<file path="src/pkg/synlk_pkg.sv">
package synlk_pkg;

  // front-panel mode switch
  typedef enum logic [1:0] {
    SYNLK_MODE_USB,
    SYNLK_MODE_LSB,
    SYNLK_MODE_AM,
    SYNLK_MODE_SPARE
  } synlk_mode_e;

  // main loop: dual-modulus prescaler, swallow and main divider
  localparam logic [6:0] PRESC_HI = 7'h65;
  localparam logic [6:0] PRESC_LO = 7'h64;
  localparam int PRESC_W = 7;
  localparam int SWALLOW_W = 7;
  localparam int MAIN_W = 13;
  // main count for 0 Hz on the dial: first IF over the 10 kHz step
  localparam logic [12:0] MAIN_BASE = 13'h0dd4;

  // second loop: fixed prescaler and mode-selected divider
  localparam logic [4:0] AUX_PRESC = 5'h14;
  localparam logic [6:0] AUX_DIV_USB = 7'h55;
  localparam logic [6:0] AUX_DIV_LSB = 7'h5c;
  localparam int AUX_TARGET_LSB_KHZ = 36800;
  localparam int AUX_TARGET_USB_KHZ = 34000;

  // reference chain after the divide-by-four: 200k,100k,20k,1k,500,100,10 Hz
  localparam int REF_STAGES = 7;
  localparam logic [4:0] REF_MOD [REF_STAGES] = '{5'h07, 5'h02, 5'h05, 5'h14,
                                                  5'h02, 5'h05, 5'h0a};
  localparam int REF_IDX_100KHZ = 1;
  localparam int REF_IDX_20KHZ = 2;
  localparam int REF_IDX_1KHZ = 3;
  localparam int REF_IDX_500HZ = 4;
  localparam int REF_IDX_100HZ = 5;
  localparam int REF_IDX_10HZ = 6;

  // coincidence window of the lock detectors, in system clocks
  localparam int LOCK_WIN_CYC = 4;
  localparam int LOCK_WIN_W = 4;

  // register map
  localparam logic [3:0] REG_CTRL = 4'h0;
  localparam logic [3:0] REG_STATUS = 4'h4;
  localparam logic [3:0] REG_COUNT = 4'h8;
  localparam logic [3:0] REG_UNLK_CNT = 4'hc;
  localparam logic [1:0] CTRL_RESET = 2'h1;
  localparam int CTRL_TONE_EN = 0;
  localparam int CTRL_FORCE_MUTE = 1;
  localparam int COUNT_M_LSB = 16;

endpackage

</file>
<file path="src/synlk_sync.sv">
`timescale 1ns/1ps
module synlk_sync #(
  parameter int W = 1
) (
  // clock and reset
  input wire logic i_sys_clk,
  input wire logic i_rst,
  // asynchronous pins
  input wire logic [W-1:0] i_pin,
  // settled level and its rising edge
  output logic [W-1:0] o_level,
  output logic [W-1:0] o_rise
);

  logic [W-1:0] ff1_r;
  logic [W-1:0] ff2_r;
  logic [W-1:0] ff3_r;
  logic [W-1:0] lvl_r;
  logic [W-1:0] rise_r;
  wire logic [W-1:0] agree = ~(ff2_r ^ ff3_r);
  // a bit only moves once the second and third stages agree
  wire logic [W-1:0] lvl_nxt = (ff2_r & agree) | (lvl_r & ~agree);

  always_ff @(posedge i_sys_clk)
  begin
    if (i_rst)
    begin
      ff1_r <= '0;
      ff2_r <= '0;
      ff3_r <= '0;
      lvl_r <= '0;
      rise_r <= '0;
    end
    else
    begin
      ff1_r <= i_pin;
      ff2_r <= ff1_r;
      ff3_r <= ff2_r;
      lvl_r <= lvl_nxt;
      rise_r <= lvl_nxt & ~lvl_r;
    end
  end

  assign o_level = lvl_r;
  assign o_rise = rise_r;

endmodule

</file>
<file path="src/synlk_div.sv">
`timescale 1ns/1ps
module synlk_div #(
  parameter int W = 8
) (
  // clock and reset
  input wire logic i_sys_clk,
  input wire logic i_rst,
  // count input and modulus
  input wire logic i_tick,
  input wire logic [W-1:0] i_mod,
  // terminal pulse and divided square wave
  output logic o_tick,
  output logic o_wave
);

  logic [W-1:0] cnt_r;
  logic wave_r;
  // a modulus lowered mid-count wraps at once rather than running to overflow
  wire logic wrap = i_tick && (cnt_r >= i_mod - 1'b1);
  wire logic [W-1:0] cnt_nxt = !i_tick ? cnt_r : (wrap ? '0 : cnt_r + 1'b1);

  always_ff @(posedge i_sys_clk)
  begin
    if (i_rst)
    begin
      cnt_r <= '0;
      wave_r <= 1'b0;
    end
    else
    begin
      cnt_r <= cnt_nxt;
      wave_r <= (cnt_nxt < (i_mod >> 1));
    end
  end

  assign o_tick = wrap;
  assign o_wave = wave_r;

endmodule

</file>
<file path="src/synlk_top.sv">
// Our own choices: register access over AHB-Lite and the placing of the registers.
`timescale 1ns/1ps
module synlk_top #(
  parameter int LOCK_WIN = synlk_pkg::LOCK_WIN_CYC
) (
  // clock and reset
  input wire logic i_sys_clk,
  input wire logic i_rst,
  // ahb-lite slave
  input wire logic i_hsel,
  input wire logic [31:0] i_haddr,
  input wire logic [1:0] i_htrans,
  input wire logic i_hwrite,
  input wire logic [2:0] i_hsize,
  input wire logic [31:0] i_hwdata,
  input wire logic i_hready,
  output logic [31:0] o_hrdata,
  output logic o_hreadyout,
  output logic o_hresp,
  // oscillators
  input wire logic i_reference_oscillator,
  input wire logic i_main_vco,
  input wire logic i_aux_vco,
  // front panel
  input wire logic [3:0] i_sw_100hz,
  input wire logic [3:0] i_sw_1khz,
  input wire logic [3:0] i_sw_10khz,
  input wire logic [3:0] i_sw_100khz,
  input wire logic [3:0] i_sw_1mhz,
  input wire logic [1:0] i_mode,
  // transceiver outputs
  output logic o_clk14_i,
  output logic o_clk14_q,
  output logic o_ref_100khz,
  output logic o_ref_1khz,
  output logic o_tone,
  output logic o_mute,
  // comparator feeds and lock flags
  output logic o_main_fb,
  output logic o_main_ref,
  output logic o_aux_fb,
  output logic o_aux_ref,
  output logic o_main_unlock,
  output logic o_aux_unlock
);

  function automatic logic [6:0] bcd2(input logic [3:0] hi, input logic [3:0] lo);
    bcd2 = {3'h0, hi} * 7'd10 + {3'h0, lo};
  endfunction

  function automatic logic [1:0] gray_next(input logic [1:0] g);
    gray_next = {g[0], ~g[1]};
  endfunction

  // pin synchronisers
  logic [2:0] osc_lvl;
  logic [2:0] osc_rise;
  logic [21:0] pan_lvl;

  synlk_sync #(.W(3)) u_osc_sync (
    .i_sys_clk(i_sys_clk),
    .i_rst(i_rst),
    .i_pin({i_aux_vco, i_main_vco, i_reference_oscillator}),
    .o_level(osc_lvl),
    .o_rise(osc_rise)
  );

  synlk_sync #(.W(22)) u_pan_sync (
    .i_sys_clk(i_sys_clk),
    .i_rst(i_rst),
    .i_pin({i_mode, i_sw_1mhz, i_sw_100khz, i_sw_10khz, i_sw_1khz, i_sw_100hz}),
    .o_level(pan_lvl),
    .o_rise()
  );

  wire logic ref_tick = osc_rise[0];
  wire logic vco_tick = osc_rise[1];
  wire logic aux_vco_tick = osc_rise[2];
  wire synlk_pkg::synlk_mode_e mode = synlk_pkg::synlk_mode_e'(pan_lvl[21:20]);
  wire logic mode_lsb = (mode == synlk_pkg::SYNLK_MODE_LSB);

  // division counts from the panel digits
  wire logic [6:0] p_val = bcd2(pan_lvl[7:4], pan_lvl[3:0]);
  wire logic [12:0] m_val = synlk_pkg::MAIN_BASE + {9'h0, pan_lvl[19:16]} * 13'd100
                            + {6'h0, bcd2(pan_lvl[15:12], pan_lvl[11:8])};

  // reference chain
  logic [1:0] quad_r;
  logic [synlk_pkg::REF_STAGES:0] stage_tick;
  logic [synlk_pkg::REF_STAGES-1:0] stage_wave;

  // gray count gives two outputs a quarter period apart
  always_ff @(posedge i_sys_clk)
  begin
    if (i_rst)
      quad_r <= 2'h0;
    else if (ref_tick)
      quad_r <= gray_next(quad_r);
  end

  assign stage_tick[0] = ref_tick && (quad_r == 2'h2);

  // stage 0 is the decade truncated to seven
  for (genvar s = 0; s < synlk_pkg::REF_STAGES; s++)
  begin : g_ref
    synlk_div #(.W(5)) u_stage (
      .i_sys_clk(i_sys_clk),
      .i_rst(i_rst),
      .i_tick(stage_tick[s]),
      .i_mod(synlk_pkg::REF_MOD[s]),
      .o_tick(stage_tick[s+1]),
      .o_wave(stage_wave[s])
    );
  end

  wire logic ref100_tick = stage_tick[synlk_pkg::REF_IDX_100HZ+1];
  wire logic ref20k_tick = stage_tick[synlk_pkg::REF_IDX_20KHZ+1];

  // main loop
  logic [synlk_pkg::SWALLOW_W-1:0] sw_cnt_r;
  logic load_pend_r;
  logic pre_tick;
  logic main_tick;
  logic main_wave;
  wire logic sw_zero = (sw_cnt_r == '0);
  wire logic [6:0] pre_mod = sw_zero ? synlk_pkg::PRESC_LO : synlk_pkg::PRESC_HI;
  wire logic sw_load = main_tick || load_pend_r;
  wire logic [6:0] sw_cnt_nxt = sw_load ? p_val :
                                (pre_tick && !sw_zero) ? sw_cnt_r - 1'b1 : sw_cnt_r;

  synlk_div #(.W(synlk_pkg::PRESC_W)) u_main_pre (
    .i_sys_clk(i_sys_clk),
    .i_rst(i_rst),
    .i_tick(vco_tick),
    .i_mod(pre_mod),
    .o_tick(pre_tick),
    .o_wave()
  );

  // wraps after m_val prescaler pulses: p at 101 then the rest at 100
  synlk_div #(.W(synlk_pkg::MAIN_W)) u_main_div (
    .i_sys_clk(i_sys_clk),
    .i_rst(i_rst),
    .i_tick(pre_tick),
    .i_mod(m_val),
    .o_tick(main_tick),
    .o_wave(main_wave)
  );

  always_ff @(posedge i_sys_clk)
  begin
    if (i_rst)
    begin
      sw_cnt_r <= '0;
      load_pend_r <= 1'b1;
    end
    else
    begin
      sw_cnt_r <= sw_cnt_nxt;
      load_pend_r <= 1'b0;
    end
  end

  // second loop
  logic aux_pre_tick;
  logic aux_tick;
  logic aux_wave;
  wire logic [6:0] aux_mod = mode_lsb ? synlk_pkg::AUX_DIV_LSB : synlk_pkg::AUX_DIV_USB;

  synlk_div #(.W(5)) u_aux_pre (
    .i_sys_clk(i_sys_clk),
    .i_rst(i_rst),
    .i_tick(aux_vco_tick),
    .i_mod(synlk_pkg::AUX_PRESC),
    .o_tick(aux_pre_tick),
    .o_wave()
  );

  synlk_div #(.W(7)) u_aux_div (
    .i_sys_clk(i_sys_clk),
    .i_rst(i_rst),
    .i_tick(aux_pre_tick),
    .i_mod(aux_mod),
    .o_tick(aux_tick),
    .o_wave(aux_wave)
  );

  // lock detectors: index 0 main loop, 1 second loop
  wire logic [1:0] ld_ref = {ref20k_tick, ref100_tick};
  wire logic [1:0] ld_fb = {aux_tick, main_tick};
  localparam int LOCK_WIN_W = synlk_pkg::LOCK_WIN_W;
  logic [1:0] unlock_r;

  for (genvar l = 0; l < 2; l++)
  begin : g_lock
    logic [synlk_pkg::LOCK_WIN_W-1:0] rwin_r;
    logic [synlk_pkg::LOCK_WIN_W-1:0] fwin_r;
    // a match is two edges together or one inside the other's window
    wire logic match = (ld_ref[l] && (ld_fb[l] || fwin_r != '0))
                       || (ld_fb[l] && rwin_r != '0);
    wire logic miss = (!match) && ((rwin_r == 4'h1 && !ld_fb[l])
                                   || (fwin_r == 4'h1 && !ld_ref[l]));
    wire logic open_r = ld_ref[l] && !match;
    wire logic open_f = ld_fb[l] && !match;

    always_ff @(posedge i_sys_clk)
    begin
      if (i_rst)
      begin
        rwin_r <= '0;
        fwin_r <= '0;
        unlock_r[l] <= 1'b1;
      end
      else
      begin
        rwin_r <= match ? '0 : open_r ? LOCK_WIN_W'(LOCK_WIN)
                  : (rwin_r != '0) ? rwin_r - 1'b1 : rwin_r;
        fwin_r <= match ? '0 : open_f ? LOCK_WIN_W'(LOCK_WIN)
                  : (fwin_r != '0) ? fwin_r - 1'b1 : fwin_r;
        unlock_r[l] <= match ? 1'b0 : miss ? 1'b1 : unlock_r[l];
      end
    end
  end

  // registers
  logic [1:0] ctrl_r;
  logic [15:0] unlk_cnt_r;
  logic any_unlock_d_r;
  wire logic any_unlock = |unlock_r;
  wire logic mute = any_unlock || ctrl_r[synlk_pkg::CTRL_FORCE_MUTE];
  wire logic tone = any_unlock && ctrl_r[synlk_pkg::CTRL_TONE_EN]
                    && stage_wave[synlk_pkg::REF_IDX_500HZ]
                    && stage_wave[synlk_pkg::REF_IDX_10HZ];
  wire logic unlock_evt = any_unlock && !any_unlock_d_r;

  // ahb-lite: zero wait states, always okay
  logic dp_wr_r;
  logic [3:0] dp_addr_r;
  logic [31:0] hrdata_r;
  wire logic ap_take = i_hsel && i_htrans[1] && i_hready;
  wire logic [3:0] ap_addr = i_haddr[3:0];
  wire logic ap_hit = (i_haddr[31:4] == '0) && (i_haddr[1:0] == 2'h0);
  wire logic wr_ctrl = dp_wr_r && (dp_addr_r == synlk_pkg::REG_CTRL);
  wire logic wr_unlk = dp_wr_r && (dp_addr_r == synlk_pkg::REG_UNLK_CNT);
  wire logic [31:0] rd_status = {24'h0, 2'(mode), tone, mute, 2'h0, unlock_r};
  wire logic [31:0] rd_count = {3'h0, m_val, 9'h0, p_val};
  wire logic [31:0] rd_mux = !ap_hit ? 32'h0 :
                             (ap_addr == synlk_pkg::REG_CTRL) ? {30'h0, ctrl_r} :
                             (ap_addr == synlk_pkg::REG_STATUS) ? rd_status :
                             (ap_addr == synlk_pkg::REG_COUNT) ? rd_count :
                             (ap_addr == synlk_pkg::REG_UNLK_CNT) ? {16'h0, unlk_cnt_r} :
                             32'h0;

  always_ff @(posedge i_sys_clk)
  begin
    if (i_rst)
    begin
      dp_wr_r <= 1'b0;
      dp_addr_r <= 4'h0;
      hrdata_r <= 32'h0;
    end
    else
    begin
      dp_wr_r <= ap_take && i_hwrite && ap_hit;
      dp_addr_r <= ap_addr;
      if (ap_take && !i_hwrite)
        hrdata_r <= rd_mux;
    end
  end

  // an unlock arriving with the clearing write is still counted
  always_ff @(posedge i_sys_clk)
  begin
    if (i_rst)
    begin
      ctrl_r <= synlk_pkg::CTRL_RESET;
      unlk_cnt_r <= 16'h0;
      any_unlock_d_r <= 1'b1;
    end
    else
    begin
      if (wr_ctrl)
        ctrl_r <= i_hwdata[1:0];
      unlk_cnt_r <= wr_unlk ? {15'h0, unlock_evt}
                    : (unlock_evt && unlk_cnt_r != 16'hffff) ? unlk_cnt_r + 1'b1 : unlk_cnt_r;
      any_unlock_d_r <= any_unlock;
    end
  end

  // registered outputs
  logic [11:0] out_r;

  always_ff @(posedge i_sys_clk)
  begin
    if (i_rst)
      out_r <= 12'h020;
    else
      out_r <= {unlock_r, aux_wave, stage_wave[synlk_pkg::REF_IDX_20KHZ],
                main_wave, stage_wave[synlk_pkg::REF_IDX_100HZ],
                mute, tone, stage_wave[synlk_pkg::REF_IDX_1KHZ],
                stage_wave[synlk_pkg::REF_IDX_100KHZ],
                quad_r[0] && !mute, quad_r[1] && !mute};
  end

  assign {o_aux_unlock, o_main_unlock, o_aux_fb, o_aux_ref, o_main_fb, o_main_ref,
          o_mute, o_tone, o_ref_1khz, o_ref_100khz, o_clk14_q, o_clk14_i} = out_r;
  assign o_hrdata = hrdata_r;
  assign o_hreadyout = 1'b1;
  assign o_hresp = 1'b0;
endmodule

</file>
<file path="config.mk">
export PLATFORM = sky130hd
export DESIGN_NAME = synlk_top
export DESIGN_NICKNAME = d
export VERILOG_FILES = /design/src/pkg/synlk_pkg.sv /design/src/synlk_sync.sv /design/src/synlk_div.sv /design/src/synlk_top.sv
export SDC_FILE = /design/constraint.sdc
export NUM_CORES = 1
export LEC_CHECK = 0
export BUFFER_PORTS_ARGS = -buffer_cell sky130_fd_sc_hd__buf_2
export CAP_MARGIN = 20
export CORE_ASPECT_RATIO = 1.2
export CORE_MARGIN = 2
export CORE_UTILIZATION = 53
export DETAILED_ROUTE_END_ITERATION = 10
export PLACE_DENSITY_LB_ADDON = 0.12
export REMOVE_ABC_BUFFERS = 1
export SYNTH_ARGS = -nofsm -noshare
export SYNTH_HDL_FRONTEND = slang
export SYNTH_SLANG_ARGS = --single-unit
export TNS_END_PERCENT = 10
</file>
<file path="constraint.sdc">
create_clock -name i_sys_clk -period 18.05 [get_ports i_sys_clk]
set_input_delay 0.9025 -clock i_sys_clk [delete_from_list [all_inputs] [get_ports i_sys_clk]]
set_output_delay 0.9025 -clock i_sys_clk [all_outputs]
set_load 0.02 [all_outputs]
</file>
==> metrics.json, run 1 <==
{
  "tritoncts": {"value": "yes"},
  "detailed_place_hpwl": {"value": 18.0, "unit": "mm"},
  "synth.yosys.warnings": {"value": 0},
  "crit_share_post_route": {"value": 0.421},
  "synth.area.mux_share": {"value": 0.0187},
  "clkSlewWorstSetupHoldPaths": {"value": 0.06, "unit": "ns"},
  "io_buffer_count": {"value": 105},
  "total_switching_power": {"value": 0.000313, "unit": "W"},
  "vias_per_cell": {"value": 5.34},
  "fp.coreArea": {"value": 23000, "unit": "sq um"},
  "num_io_pins": {"value": 145},
  "insertion_delay": {"value": 0.53, "unit": "ns"},
  "die_boundary_width": {"value": 144, "unit": "microns"},
  "cts_repair_resized_insts": {"value": 0},
  "timing.setup.tns": {"value": 0, "unit": "ns"},
  "critical_path.startpoint_type": {"value": "register"},
  "post-cts-setup-buffers": {"value": 0},
  "worst_hold_path.endpoint": {"value": "u_osc_sync.o_rise[2]"},
  "drt_iter0_drc": {"value": 452},
  "placement_rows": {"value": 61},
  "utilization": {"value": 0.610},
  "required_time_of_the_worst_setup_path": {"value": 18.49, "unit": "ns"},
  "drt-wirelength-per-cell": {"value": 14.0, "unit": "microns"},
  "worst_r2r_endpoint": {"value": "u_main_div.o_wave"},
  "layout-drive-gt1-share": {"value": 0.125},
  "cts.sink_count": {"value": 271},
  "hold_start": {"value": "u_osc_sync.o_level[2]"},
  "clock_tree.buffer_depth": {"value": 3},
  "antenna_left": {"value": 0},
  "power_frac_comb": {"value": 0.090},
  "maxCapViolations": {"value": 0},
  "wl": {"value": 25.2, "unit": "mm"},
  "status": {"value": "finished, final reports clean"},
  "filler_cell_count": {"value": 2041},
  "drc_errors": {"value": 0},
  "worst_ir_drop_vdd": {"value": 0.0786, "unit": "mV"},
  "globalRouteTotalUtil": {"value": 0.203},
  "worst_setup_slack_for_register_to_register_paths": {"value": 10.45, "unit": "ns"},
  "final_stage_net_count": {"value": 1655},
  "post_synthesis_to_final_layout_area_growth": {"value": 13.6, "unit": "%"},
  "synth.yosys.seq_area_share": {"value": 0.438},
  "p_int": {"value": 0.00100, "unit": "W"},
  "timing_max_transition_violations_final": {"value": 0},
  "timing.critical_path.slowest_cell_delay": {"value": 0.61, "unit": "ns"},
  "cts_max_level": {"value": 1},
  "critPathBufInv": {"value": 3},
  "worst_hold_class": {"value": "reg2reg"},
  "worstSetupEndpointType": {"value": "register"},
  "die-height": {"value": 171, "unit": "microns"},
  "synth-seq-cells": {"value": 271},
  "switching_share": {"value": 0.238},
  "finClkSkew": {"value": 0.0115, "unit": "ns"},
  "synth_edf_count": {"value": 0},
  "synthXorXnorAreaFrac": {"value": 0.0502},
  "path_delay_family": {"value": "compound AO/OA/AOI/OAI gates"},
  "synth_compound_gate_area_share": {"value": 0.128},
  "cts_inserted_buffers": {"value": 28},
  "yosys.area_share.adder": {"value": 0.104},
  "grt_pass1_wl": {"value": 41.5, "unit": "mm"},
  "globalRouteOverflowTotal": {"value": 0},
  "initial_antenna_violation_count": {"value": 3},
  "cpMostUsedCell": {"value": "ha_1"},
  "grt_max_degree": {"value": 107},
  "crit_fanout": {"value": 25},
  "starting_density_of_the_core": {"value": 0.537},
  "slew-limit-headroom": {"value": 0.353},
  "unrepaired_setup_endpoints_after_global_routing": {"value": "false"},
  "grt_pass1_vias": {"value": 8802},
  "report.final.setup_viol": {"value": 0},
  "syn-cell-area": {"value": 12400, "unit": "sq um"},
  "power.static_leakage": {"value": 5.79, "unit": "nW"},
  "finalWeightedCongestion": {"value": 0.835},
  "final_hold_violations": {"value": 0},
  "layout_min_cycle_time": {"value": 7.60, "unit": "ns"},
  "seqPwrFrac": {"value": 0.485},
  "fmax": {"value": 132, "unit": "MHz"},
  "syn_area_per_cell": {"value": 9.07, "unit": "sq um"},
  "cp.arrival": {"value": 8.04, "unit": "ns"},
  "power_density": {"value": 93.5, "unit": "nW/um^2"},
  "die_area": {"value": 24600, "unit": "sq um"},
  "cells_on_worst_reg2reg_path": {"value": 29},
  "vias_after_detailed_routing": {"value": 9577},
  "cts_hold_repair.buffers": {"value": 0},
  "critical_path_cell_count": {"value": 29},
  "synth_top_family_by_area": {"value": "simple AND/OR/NAND/NOR gates"},
  "synth_cell_types": {"value": 76},
  "ys_dominant_reg_cell": {"value": "dfxtp_1"},
  "timing.hold.worst_path_depth": {"value": 1},
  "critPathSlowestCell": {"value": "a2111oi_0"},
  "detailedRoute.firstPassIterationCount": {"value": 5},
  "synth-simple-area-share": {"value": 0.221},
  "cts-root-buf": {"value": "clkbuf_16"},
  "syn-instance-count": {"value": 1366},
  "share_clk_of_total_power": {"value": 0.425},
  "transition_at_the_pin_with_the_smallest_max_transition_slack": {"value": 0.963, "unit": "ns"},
  "critical_path_class": {"value": "reg2reg"},
  "ys_async_sr_fraction": {"value": 0}
}
[Yosys cell counts (10+ instances only)]
library cell,count,area [sq um]
nor3b_1,12,90.1
or3_1,15,93.8
a21o_1,13,97.6
dfxtp_1,271,5430
inv_1,62,233
ha_1,93,1160
nand3_1,33,165
nand2_1,102,383
nor3_1,55,275
a21oi_1,83,415
nor2b_1,97,607
and3_1,14,87.6
xnor2_1,45,394
o21ai_0,51,255
nor2_1,134,503
mux2i_1,10,100
clkbuf_1,34,128
nor4_1,22,138
nand4_1,17,106
xor2_1,26,228
a22oi_1,20,150
[worst max-delay path by stage]
stage                  start  slack [ns]                end
global route        register        9.85  u_main_div.o_wave
floorplan           register       11.50  u_main_div.o_wave
global placement    register       10.61  u_main_div.o_wave
finish              register       10.45  u_main_div.o_wave
CTS                 register       10.44  u_main_div.o_wave
detailed placement  register       10.45  u_main_div.o_wave
[per-stage QoR]
stage | power, W | hold WS (ns) | cells | worst slack [ns] | instance area [sq um]
6_report | 0.00132 | 0.410 | 1794 | 10.45 | 14100
5_1_grt | 0.00138 | 0.440 | 1792 | 9.85 | 14100
4_1_cts | 0.00133 | 0.415 | 1789 | 10.44 | 14000
3_5_place_dp | 0.000769 | 0.407 | 1740 | 10.45 | 13100
3_3_place_gp | 0.000766 | 0.404 | 1740 | 10.61 | 13100
2_1_floorplan | 0.000733 | 0.390 | 1315 | 11.50 | 12200
[area by class of cell]
class	instances	area [sq um]	area share
timing repair buffer	112	604	0.0429
clock buffer	38	820	0.0582
clock inverter	11	87.6	0.00622
antenna	3	7.51	0.000534
sequential	271	5430	0.386
inverter	62	233	0.0165
tap	315	394	0.0280
multi-input combinational	982	6500	0.462
[cells in the final DEF, fill, tap and decap left out, types with 5 or more instances in the layout]
cell type | Yosys | layout
nand4_1 | 17 | 17
nor3_1 | 55 | 55
a211oi_1 | 9 | 9
nor4_1 | 22 | 21
nor2b_1 | 97 | 97
ha_1 | 93 | 93
a41oi_1 | 7 | 7
inv_1 | 62 | 62
mux2i_1 | 10 | 10
nand3_1 | 33 | 33
clkbuf_16 | 0 | 29
mux2_2 | 5 | 5
nand2b_1 | 9 | 9
xor2_1 | 26 | 26
a2111oi_0 | 5 | 5
and3_1 | 14 | 14
a22oi_1 | 20 | 20
o21a_1 | 6 | 6
a2bb2oi_1 | 8 | 8
o21ai_0 | 51 | 51
xnor2_1 | 45 | 45
o211ai_1 | 6 | 6
conb_1 | 2 | 5
clkbuf_8 | 0 | 6
buf_2 | 5 | 104
nor2_1 | 134 | 134
buf_4 | 6 | 5
nor3b_1 | 12 | 12
or3_1 | 15 | 15
a21oi_1 | 83 | 83
a31oi_1 | 6 | 6
dfxtp_1 | 271 | 271
and2_1 | 5 | 5
nand2_1 | 102 | 102
clkinv_2 | 0 | 7
fa_1 | 6 | 6
a21o_1 | 13 | 13
[power groups by stage]
stage | combinational [W] | clock, W | sequential [W]
finish | 0.000119 | 0.000559 | 0.000638
global placement | 0.000115 | 0 | 0.000650
global route | 0.000139 | 0.000600 | 0.000641
CTS | 0.000119 | 0.000575 | 0.000638
floorplan | 0.0000847 | 0 | 0.000648
detailed placement | 0.000118 | 0 | 0.000651
[routing by layer]
metal  routed length, microns  part of all wire  global-route usage
met1                    11500              0.46               0.264
met2                    12000              0.48               0.347
met3                     1240             0.049              0.0367
met4                      418             0.017              0.0533
met5                        0                 0                   0
[cells by family (layout without fill, tap and decap cells)]
| group | after synthesis | in the layout |
|---|---|---|
| buffers and inverters | 116 | 223 |
| multiplexers | 19 | 19 |
| AND/OR/NAND/NOR | 540 | 540 |
| adder cells (fa/ha/maj) | 100 | 100 |
| AO/OA/AOI/OAI | 247 | 247 |
| flip-flops | 271 | 271 |
| XOR/XNOR | 71 | 71 |
| other | 2 | 8 |
[flip-flops by register name, summed over array words and instances, names as in the netlist, 4 cells and up, named ones only]
register              count
dp_addr_r                 4
g_lock.fwin_r             8
g_lock.rwin_r             8
g_ref.u_stage.cnt_r      35
g_ref.u_stage.o_wave      6
o_hrdata                 29
out_r                    12
sw_cnt_r                  7
u_aux_div.cnt_r           7
u_aux_pre.cnt_r           5
u_main_div.cnt_r         13
u_main_pre.cnt_r          7
u_pan_sync.ff1_r         22
u_pan_sync.ff2_r         22
u_pan_sync.ff3_r         22
unlk_cnt_r               16
Note: power is estimated with default switching activity, not from simulation.
==> run 2, diff against run 1 <==
- clock period: 18.05 -> 7 ns (I/O delays scaled with it)
==> metrics.json, run 2 (synthesis gave the netlist of run 1 again) <==
{
  "grt_max_degree": {"value": 93, "change": "-13%"},
  "cts_inserted_buffers": {"value": 27, "change": "-3.6%"},
  "vias_after_detailed_routing": {"value": 9661, "change": "+0.88%"},
  "clkSlewWorstSetupHoldPaths": {"value": 0.06, "unit": "ns", "change": "about the same"},
  "crit_share_post_route": {"value": 0.939, "change": "+0.518"},
  "cpMostUsedCell": {"value": "ha_1"},
  "layout_min_cycle_time": {"value": 6.57, "unit": "ns", "change": "-1.02 ns"},
  "path_delay_family": {"value": "compound AO/OA/AOI/OAI gates"},
  "cells_on_worst_reg2reg_path": {"value": 28, "change": "-3.4%"},
  "antenna_left": {"value": 0, "change": "unchanged"},
  "die_area": {"value": 24600, "unit": "sq um", "change": "unchanged"},
  "globalRouteTotalUtil": {"value": 0.205, "change": "+0.00246"},
  "utilization": {"value": 0.612, "change": "+0.00147"},
  "globalRouteOverflowTotal": {"value": 0, "change": "unchanged"},
  "cts_hold_repair.buffers": {"value": 0, "change": "unchanged"},
  "grt_util_met1": {"value": 0.260, "change": "-0.00338"},
  "cts.sink_count": {"value": 271, "change": "unchanged"},
  "die_boundary_width": {"value": 144, "unit": "microns", "change": "unchanged"},
  "clock_tree.buffer_depth": {"value": 3, "change": "unchanged"},
  "vias_per_cell": {"value": 5.39, "change": "+0.99%"},
  "final_instance_area": {"value": 14100, "unit": "sq um", "change": "+0.24%"},
  "most_frequent_standard_cell_in_the_layout_excluding_fill_and_tap_cells": {"value": "dfxtp_1"},
  "worstSetupEndpointType": {"value": "register"},
  "critical_path.startpoint_type": {"value": "register"},
  "critical_path_class": {"value": "reg2reg"},
  "gr-max-usage-layer": {"value": "met2"},
  "timing.hold.worst_path_depth": {"value": 2, "change": "+1"},
  "starting_density_of_the_core": {"value": 0.537, "change": "unchanged"},
  "place_ws": {"value": 0.0385, "unit": "ns", "change": "-10.41 ns"},
  "regMostFlops": {"value": "g_ref.u_stage.cnt_r"},
  "flip_flop_count_of_the_largest_register_after_layout": {"value": 35, "change": "unchanged"},
  "final_hold_violations": {"value": 0, "change": "unchanged"},
  "detailed_place_hpwl": {"value": 18.4, "unit": "mm", "change": "+2.2%"},
  "post_synthesis_to_final_layout_area_growth": {"value": 13.9, "unit": "%"},
  "grtUsageMet3": {"value": 0.0306, "change": "-0.00612"},
  "timing_max_transition_violations_final": {"value": 0, "change": "unchanged"},
  "grt_pass1_wl": {"value": 41.7, "unit": "mm", "change": "+0.48%"},
  "maxCapViolations": {"value": 0, "change": "unchanged"},
  "power.static_leakage": {"value": 5.81, "unit": "nW", "change": "+0.44%"},
  "worst_hold_class": {"value": "in2reg"},
  "drc_errors": {"value": 0, "change": "unchanged"},
  "report.final.setup_viol": {"value": 0, "change": "unchanged"},
  "fmax": {"value": 152, "unit": "MHz", "change": "+16%"},
  "transition_at_the_pin_with_the_smallest_max_transition_slack": {"value": 0.980, "unit": "ns", "change": "+0.0169 ns"},
  "tritoncts": {"value": "yes"},
  "crit_fanout": {"value": 7, "change": "-72%"},
  "cp.arrival": {"value": 7.01, "unit": "ns", "change": "-1.03 ns"},
  "drt_iter0_drc": {"value": 439, "change": "-2.9%"},
  "io_buffer_count": {"value": 105, "change": "unchanged"},
  "grt_pass1_vias": {"value": 8849, "change": "+0.53%"},
  "num_io_pins": {"value": 145, "change": "unchanged"},
  "finalWeightedCongestion": {"value": 0.864, "change": "+3.4%"},
  "cts_max_level": {"value": 1, "change": "unchanged"},
  "fp.coreArea": {"value": 23000, "unit": "sq um", "change": "unchanged"},
  "final_stage_net_count": {"value": 1659, "change": "+0.24%"},
  "critPathBufInv": {"value": 2, "change": "-1"},
  "layout-drive-gt1-share": {"value": 0.128, "change": "+0.00330"},
  "critical_path_cell_count": {"value": 28, "change": "-3.4%"},
  "critPathSlowestCell": {"value": "fa_1"},
  "most-common-layout-cells": {"value": "dfxtp_1, nor2_1, buf_2"},
  "wl": {"value": 25.6, "unit": "mm", "change": "+1.9%"},
  "timing.setup.tns": {"value": 0, "unit": "ns", "change": "unchanged"},
  "status": {"value": "finished, final reports clean"},
  "die-height": {"value": 171, "unit": "microns", "change": "unchanged"},
  "worst_ir_drop_vdd": {"value": 0.224, "unit": "mV", "change": "+190%"},
  "finClkSkew": {"value": 0.0182, "unit": "ns", "change": "+0.00668 ns"},
  "detailedRoute.firstPassIterationCount": {"value": 5, "change": "unchanged"},
  "slew-limit-headroom": {"value": 0.341, "change": "-0.0115"},
  "final_critical_path_setup_slack": {"value": 0.427, "unit": "ns", "change": "-10.03 ns"},
  "initial_antenna_violation_count": {"value": 1, "change": "-2"},
  "placement.cell_area": {"value": 13200, "unit": "sq um", "change": "+0.23%"},
  "drt-wirelength-per-cell": {"value": 14.3, "unit": "microns", "change": "+2.0%"},
  "required_time_of_the_worst_setup_path": {"value": 7.44, "unit": "ns", "change": "-11.05 ns"},
  "worst_setup_slack_for_register_to_register_paths": {"value": 0.43, "unit": "ns", "change": "-10.03 ns"},
  "gr-usage-met2": {"value": 0.362, "change": "+0.0147"},
  "unrepaired_setup_endpoints_after_global_routing": {"value": "false"},
  "n_antenna_cell": {"value": 0, "change": "-3"},
  "placement_rows": {"value": 61, "change": "unchanged"},
  "insertion_delay": {"value": 0.54, "unit": "ns", "change": "about the same"},
  "cts-root-buf": {"value": "clkbuf_16"},
  "power_density": {"value": 241, "unit": "nW/um^2", "change": "+160%"},
  "timing.critical_path.slowest_cell_delay": {"value": 0.45, "unit": "ns", "change": "-0.16 ns"}
}
run 2: power breakdown:
part / leakage (nW) / internal, W / switching, W / total (W)
sequential: 2.21 / 0.00160 / 0.0000430 / 0.00165
clock: 0.435 / 0.000871 / 0.000573 / 0.00144
combinational: 3.17 / 0.000132 / 0.000177 / 0.000308
run 2: cell type report:
cell class,count,area [sq um]
fill,2087,8940
multi-input combinational,983,6560
clock buffer,35,726
inverter,62,233
tap,315,394
sequential,271,5430
timing repair buffer,116,614
clock inverter,10,154
run 2: worst reg2reg max path, delay by kind of cell (launching register included):
family          cells  cell delay [ns]
compound gates     12             2.63
fa+ha+maj           8             2.53
simple gates        5             0.76
flops               1             0.34
buf+inv             2             0.11
xor+xnor            1             0.11
run 2: final timing paths:
| check | startpoint | end |
|---|---|---|
| hold reg to reg | u_osc_sync.o_level[2] | u_osc_sync.o_rise[2] |
| hold / removal | i_mode[1] | u_pan_sync.ff1_r[21] |
| setup / recovery | register | u_main_div.o_wave |
| setup reg to reg | register | u_main_div.o_wave |
run 2: metal layers:
metal	vias to the layer above	routed length [microns]
met1	4513	11500
met5	-	0
li1	4941	-
met4	0	551
met3	50	999
met2	157	12600
run 2: metrics by stage:
stage / instances / hold slack, ns / power, W
floorplan: 1315 / 0.378 / 0.00189
global placement: 1744 / 0.405 / 0.00198
detailed placement: 1744 / 0.411 / 0.00199
CTS: 1789 / 0.00725 / 0.00344
global route: 1792 / 0.0156 / 0.00355
finish: 1792 / 0.0184 / 0.00340
run 2: timing repair:
action                                  4_1_cts  5_1_grt
cloned                                        0        1
pin swaps                                     0        4
buffers inserted                              0        2
endpoints found under the setup margin        1        1
endpoints found under the hold margin         0        0
gates resized for setup                       1       11
==> run 3, diff against run 2 <==
- CAP_MARGIN: 20 -> 40
- CORE_MARGIN: 2 -> 4
- PLACE_DENSITY: unset -> 0.85
- PLACE_DENSITY_LB_ADDON: 0.12 -> unset
==> metrics.json, run 3 (synthesis gave the netlist of run 1 again) <==
{
  "crit_fanout": {"value": 5, "change": "-2"},
  "required_time_of_the_worst_setup_path": {"value": 7.44, "unit": "ns", "change": "about the same"},
  "fmax": {"value": 150, "unit": "MHz", "change": "-1.3%"},
  "post_synthesis_to_final_layout_area_growth": {"value": 15.0, "unit": "%"},
  "cts_hold_repair.buffers": {"value": 0, "change": "unchanged"},
  "status": {"value": "finished, final reports clean"},
  "most_frequent_standard_cell_in_the_layout_excluding_fill_and_tap_cells": {"value": "dfxtp_1"},
  "timing.hold.worst_path_depth": {"value": 2, "change": "unchanged"},
  "die-height": {"value": 175, "unit": "microns", "change": "+2.3%"},
  "placement_rows": {"value": 61, "change": "unchanged"},
  "cells_on_worst_reg2reg_path": {"value": 28, "change": "unchanged"},
  "detailed_place_hpwl": {"value": 19.0, "unit": "mm", "change": "+3.1%"},
  "grt_pass1_vias": {"value": 9663, "change": "+9.2%"},
  "numPlacedInstances": {"value": 1747, "change": "+0.17%"},
  "timing_max_transition_violations_final": {"value": 0, "change": "unchanged"},
  "critical_path.startpoint_type": {"value": "register"},
  "wl": {"value": 26.6, "unit": "mm", "change": "+3.9%"},
  "num_io_pins": {"value": 145, "change": "unchanged"},
  "vias_per_cell": {"value": 5.53, "change": "+2.6%"},
  "drt_iter0_drc": {"value": 624, "change": "+42%"},
  "antenna_left": {"value": 0, "change": "unchanged"},
  "cts.sink_count": {"value": 271, "change": "unchanged"},
  "layout_min_cycle_time": {"value": 6.66, "unit": "ns", "change": "+0.0880 ns"},
  "clock_tree.buffer_depth": {"value": 3, "change": "unchanged"},
  "hold_slack": {"value": 0.0194, "unit": "ns", "change": "+0.000972 ns"},
  "power_density": {"value": 246, "unit": "nW/um^2", "change": "+1.9%"},
  "worstSetupEndpointType": {"value": "register"},
  "vias_after_detailed_routing": {"value": 9949, "change": "+3.0%"},
  "starting_density_of_the_core": {"value": 0.536, "change": "-0.00177"},
  "insertion_delay": {"value": 0.54, "unit": "ns", "change": "about the same"},
  "critPathBufInv": {"value": 2, "change": "unchanged"},
  "initial_antenna_violation_count": {"value": 0, "change": "-1"},
  "critical_path_class": {"value": "reg2reg"},
  "worst_hold_path.endpoint": {"value": "u_pan_sync.ff1_r[6]"},
  "cts_inserted_buffers": {"value": 28, "change": "+3.7%"},
  "hold_start": {"value": "i_sw_1khz[2]"},
  "maxCapViolations": {"value": 0, "change": "unchanged"},
  "clkSlewWorstSetupHoldPaths": {"value": 0.06, "unit": "ns", "change": "about the same"},
  "worst_r2r_endpoint": {"value": "u_main_div.o_wave"},
  "cp.arrival": {"value": 7.10, "unit": "ns", "change": "+0.09 ns"},
  "final_hold_violations": {"value": 0, "change": "unchanged"},
  "drt-wirelength-per-cell": {"value": 14.8, "unit": "microns", "change": "+3.6%"},
  "most-common-layout-cells": {"value": "dfxtp_1, nor2_1, buf_2"},
  "timing.critical_path.slowest_cell_delay": {"value": 0.45, "unit": "ns", "change": "about the same"},
  "power.static_leakage": {"value": 5.88, "unit": "nW", "change": "+1.0%"},
  "die_boundary_width": {"value": 148, "unit": "microns", "change": "+2.8%"},
  "utilization": {"value": 0.616, "change": "+0.00415"},
  "slew-limit-headroom": {"value": 0.414, "change": "+0.0728"},
  "io_buffer_count": {"value": 105, "change": "unchanged"},
  "timing.setup.tns": {"value": 0, "unit": "ns", "change": "unchanged"},
  "die_area": {"value": 25900, "unit": "sq um", "change": "+5.2%"},
  "crit_share_post_route": {"value": 0.952, "change": "+0.0126"},
  "place_ws": {"value": -0.00340, "unit": "ns", "change": "-0.0419 ns"},
  "globalRouteOverflowTotal": {"value": 0, "change": "unchanged"},
  "grt_max_degree": {"value": 87, "change": "-6.5%"},
  "layout-drive-gt1-share": {"value": 0.134, "change": "+0.00555"},
  "detailedRoute.firstPassIterationCount": {"value": 5, "change": "unchanged"},
  "finClkSkew": {"value": 0.0170, "unit": "ns", "change": "-0.00123 ns"},
  "final_critical_path_setup_slack": {"value": 0.339, "unit": "ns", "change": "-0.0880 ns"},
  "final_stage_net_count": {"value": 1661, "change": "+0.12%"},
  "cts_max_level": {"value": 1, "change": "unchanged"},
  "critPathSlowestCell": {"value": "fa_1"},
  "worst_hold_class": {"value": "in2reg"},
  "path_delay_family": {"value": "compound AO/OA/AOI/OAI gates"},
  "tritoncts": {"value": "yes"},
  "report.final.setup_viol": {"value": 0, "change": "unchanged"},
  "grt_pass1_wl": {"value": 44.3, "unit": "mm", "change": "+6.3%"},
  "finalWeightedCongestion": {"value": 0.939, "change": "+8.7%"},
  "transition_at_the_pin_with_the_smallest_max_transition_slack": {"value": 0.868, "unit": "ns", "change": "-0.112 ns"},
  "worst_setup_slack_for_register_to_register_paths": {"value": 0.34, "unit": "ns", "change": "-0.09 ns"},
  "fp.coreArea": {"value": 23100, "unit": "sq um", "change": "+0.33%"},
  "n_antenna_cell": {"value": 0, "change": "unchanged"},
  "unrepaired_setup_endpoints_after_global_routing": {"value": "false"},
  "globalRouteTotalUtil": {"value": 0.200, "change": "-0.00536"},
  "drc_errors": {"value": 0, "change": "unchanged"},
  "cts-root-buf": {"value": "clkbuf_16"},
  "flip_flop_count_of_the_largest_register_after_layout": {"value": 35, "change": "unchanged"},
  "regMostFlops": {"value": "g_ref.u_stage.cnt_r"},
  "worst_ir_drop_vdd": {"value": 0.196, "unit": "mV", "change": "-13%"},
  "cpMostUsedCell": {"value": "ha_1"},
  "post_layout_nonfiller_instances": {"value": 1798, "change": "+0.33%"}
}
-- run 3: cell types whose count changed in the layout (fill, tap and decap cells not counted), sizes merged --
cell    delta
clkbuf     +3
buf        +2
clkinv     +1
inv        +1
nor2       -1
-- run 3: metal layers --
layer | vias up | GRT usage | wire [microns]
li1 | 4936 | - | -
met1 | 4711 | 0.242 | 10900
met2 | 247 | 0.362 | 13600
met3 | 55 | 0.0351 | 1470
met4 | 0 | 0.0618 | 667
met5 | - | 0 | 0
-- run 3: stage by stage --
stage          total power [W]  area [sq um]
2_1_floorplan          0.00189         12200
3_3_place_gp           0.00197         13100
3_5_place_dp           0.00199         13200
4_1_cts                0.00352         14200
5_1_grt                0.00365         14200
6_report               0.00350         14200
-- run 3: worst max-delay path by stage --
stage / from / to / slack, ns / cells after the start
2_1_floorplan: register / u_main_div.o_wave / 0.45 / 28
3_3_place_gp: register / u_main_div.o_wave / 0.36 / 29
3_5_place_dp: register / u_main_div.o_wave / -0.003 / 29
4_1_cts: register / u_main_div.o_wave / 0.04 / 29
5_1_grt: register / u_main_div.o_wave / 0.01 / 30
6_report: register / u_main_div.o_wave / 0.34 / 28
-- run 3: repair_timing --
| action | CTS | global route |
|---|---|---|
| setup buffers | 0 | 1 |
| setup endpoints to repair | 0 | 1 |
| gates resized for setup | 0 | 14 |
-- run 3: area by class of cell --
type,count,area (sq um)
clock buffer,38,800
clock inverter,12,174
fill,1881,8880
inverter,62,233
multi-input combinational,982,6550
sequential,271,5430
tap,315,394
timing repair buffer,118,671
-- run 3: power by group --
part	total (W)	internal [W]	switching, W	leakage [nW]
logic	0.000314	0.000135	0.000179	3.19
registers	0.00165	0.00160	0.0000432	2.21
clock network	0.00154	0.000948	0.000591	0.483
total	0.00350	0.00268	0.000814	5.88
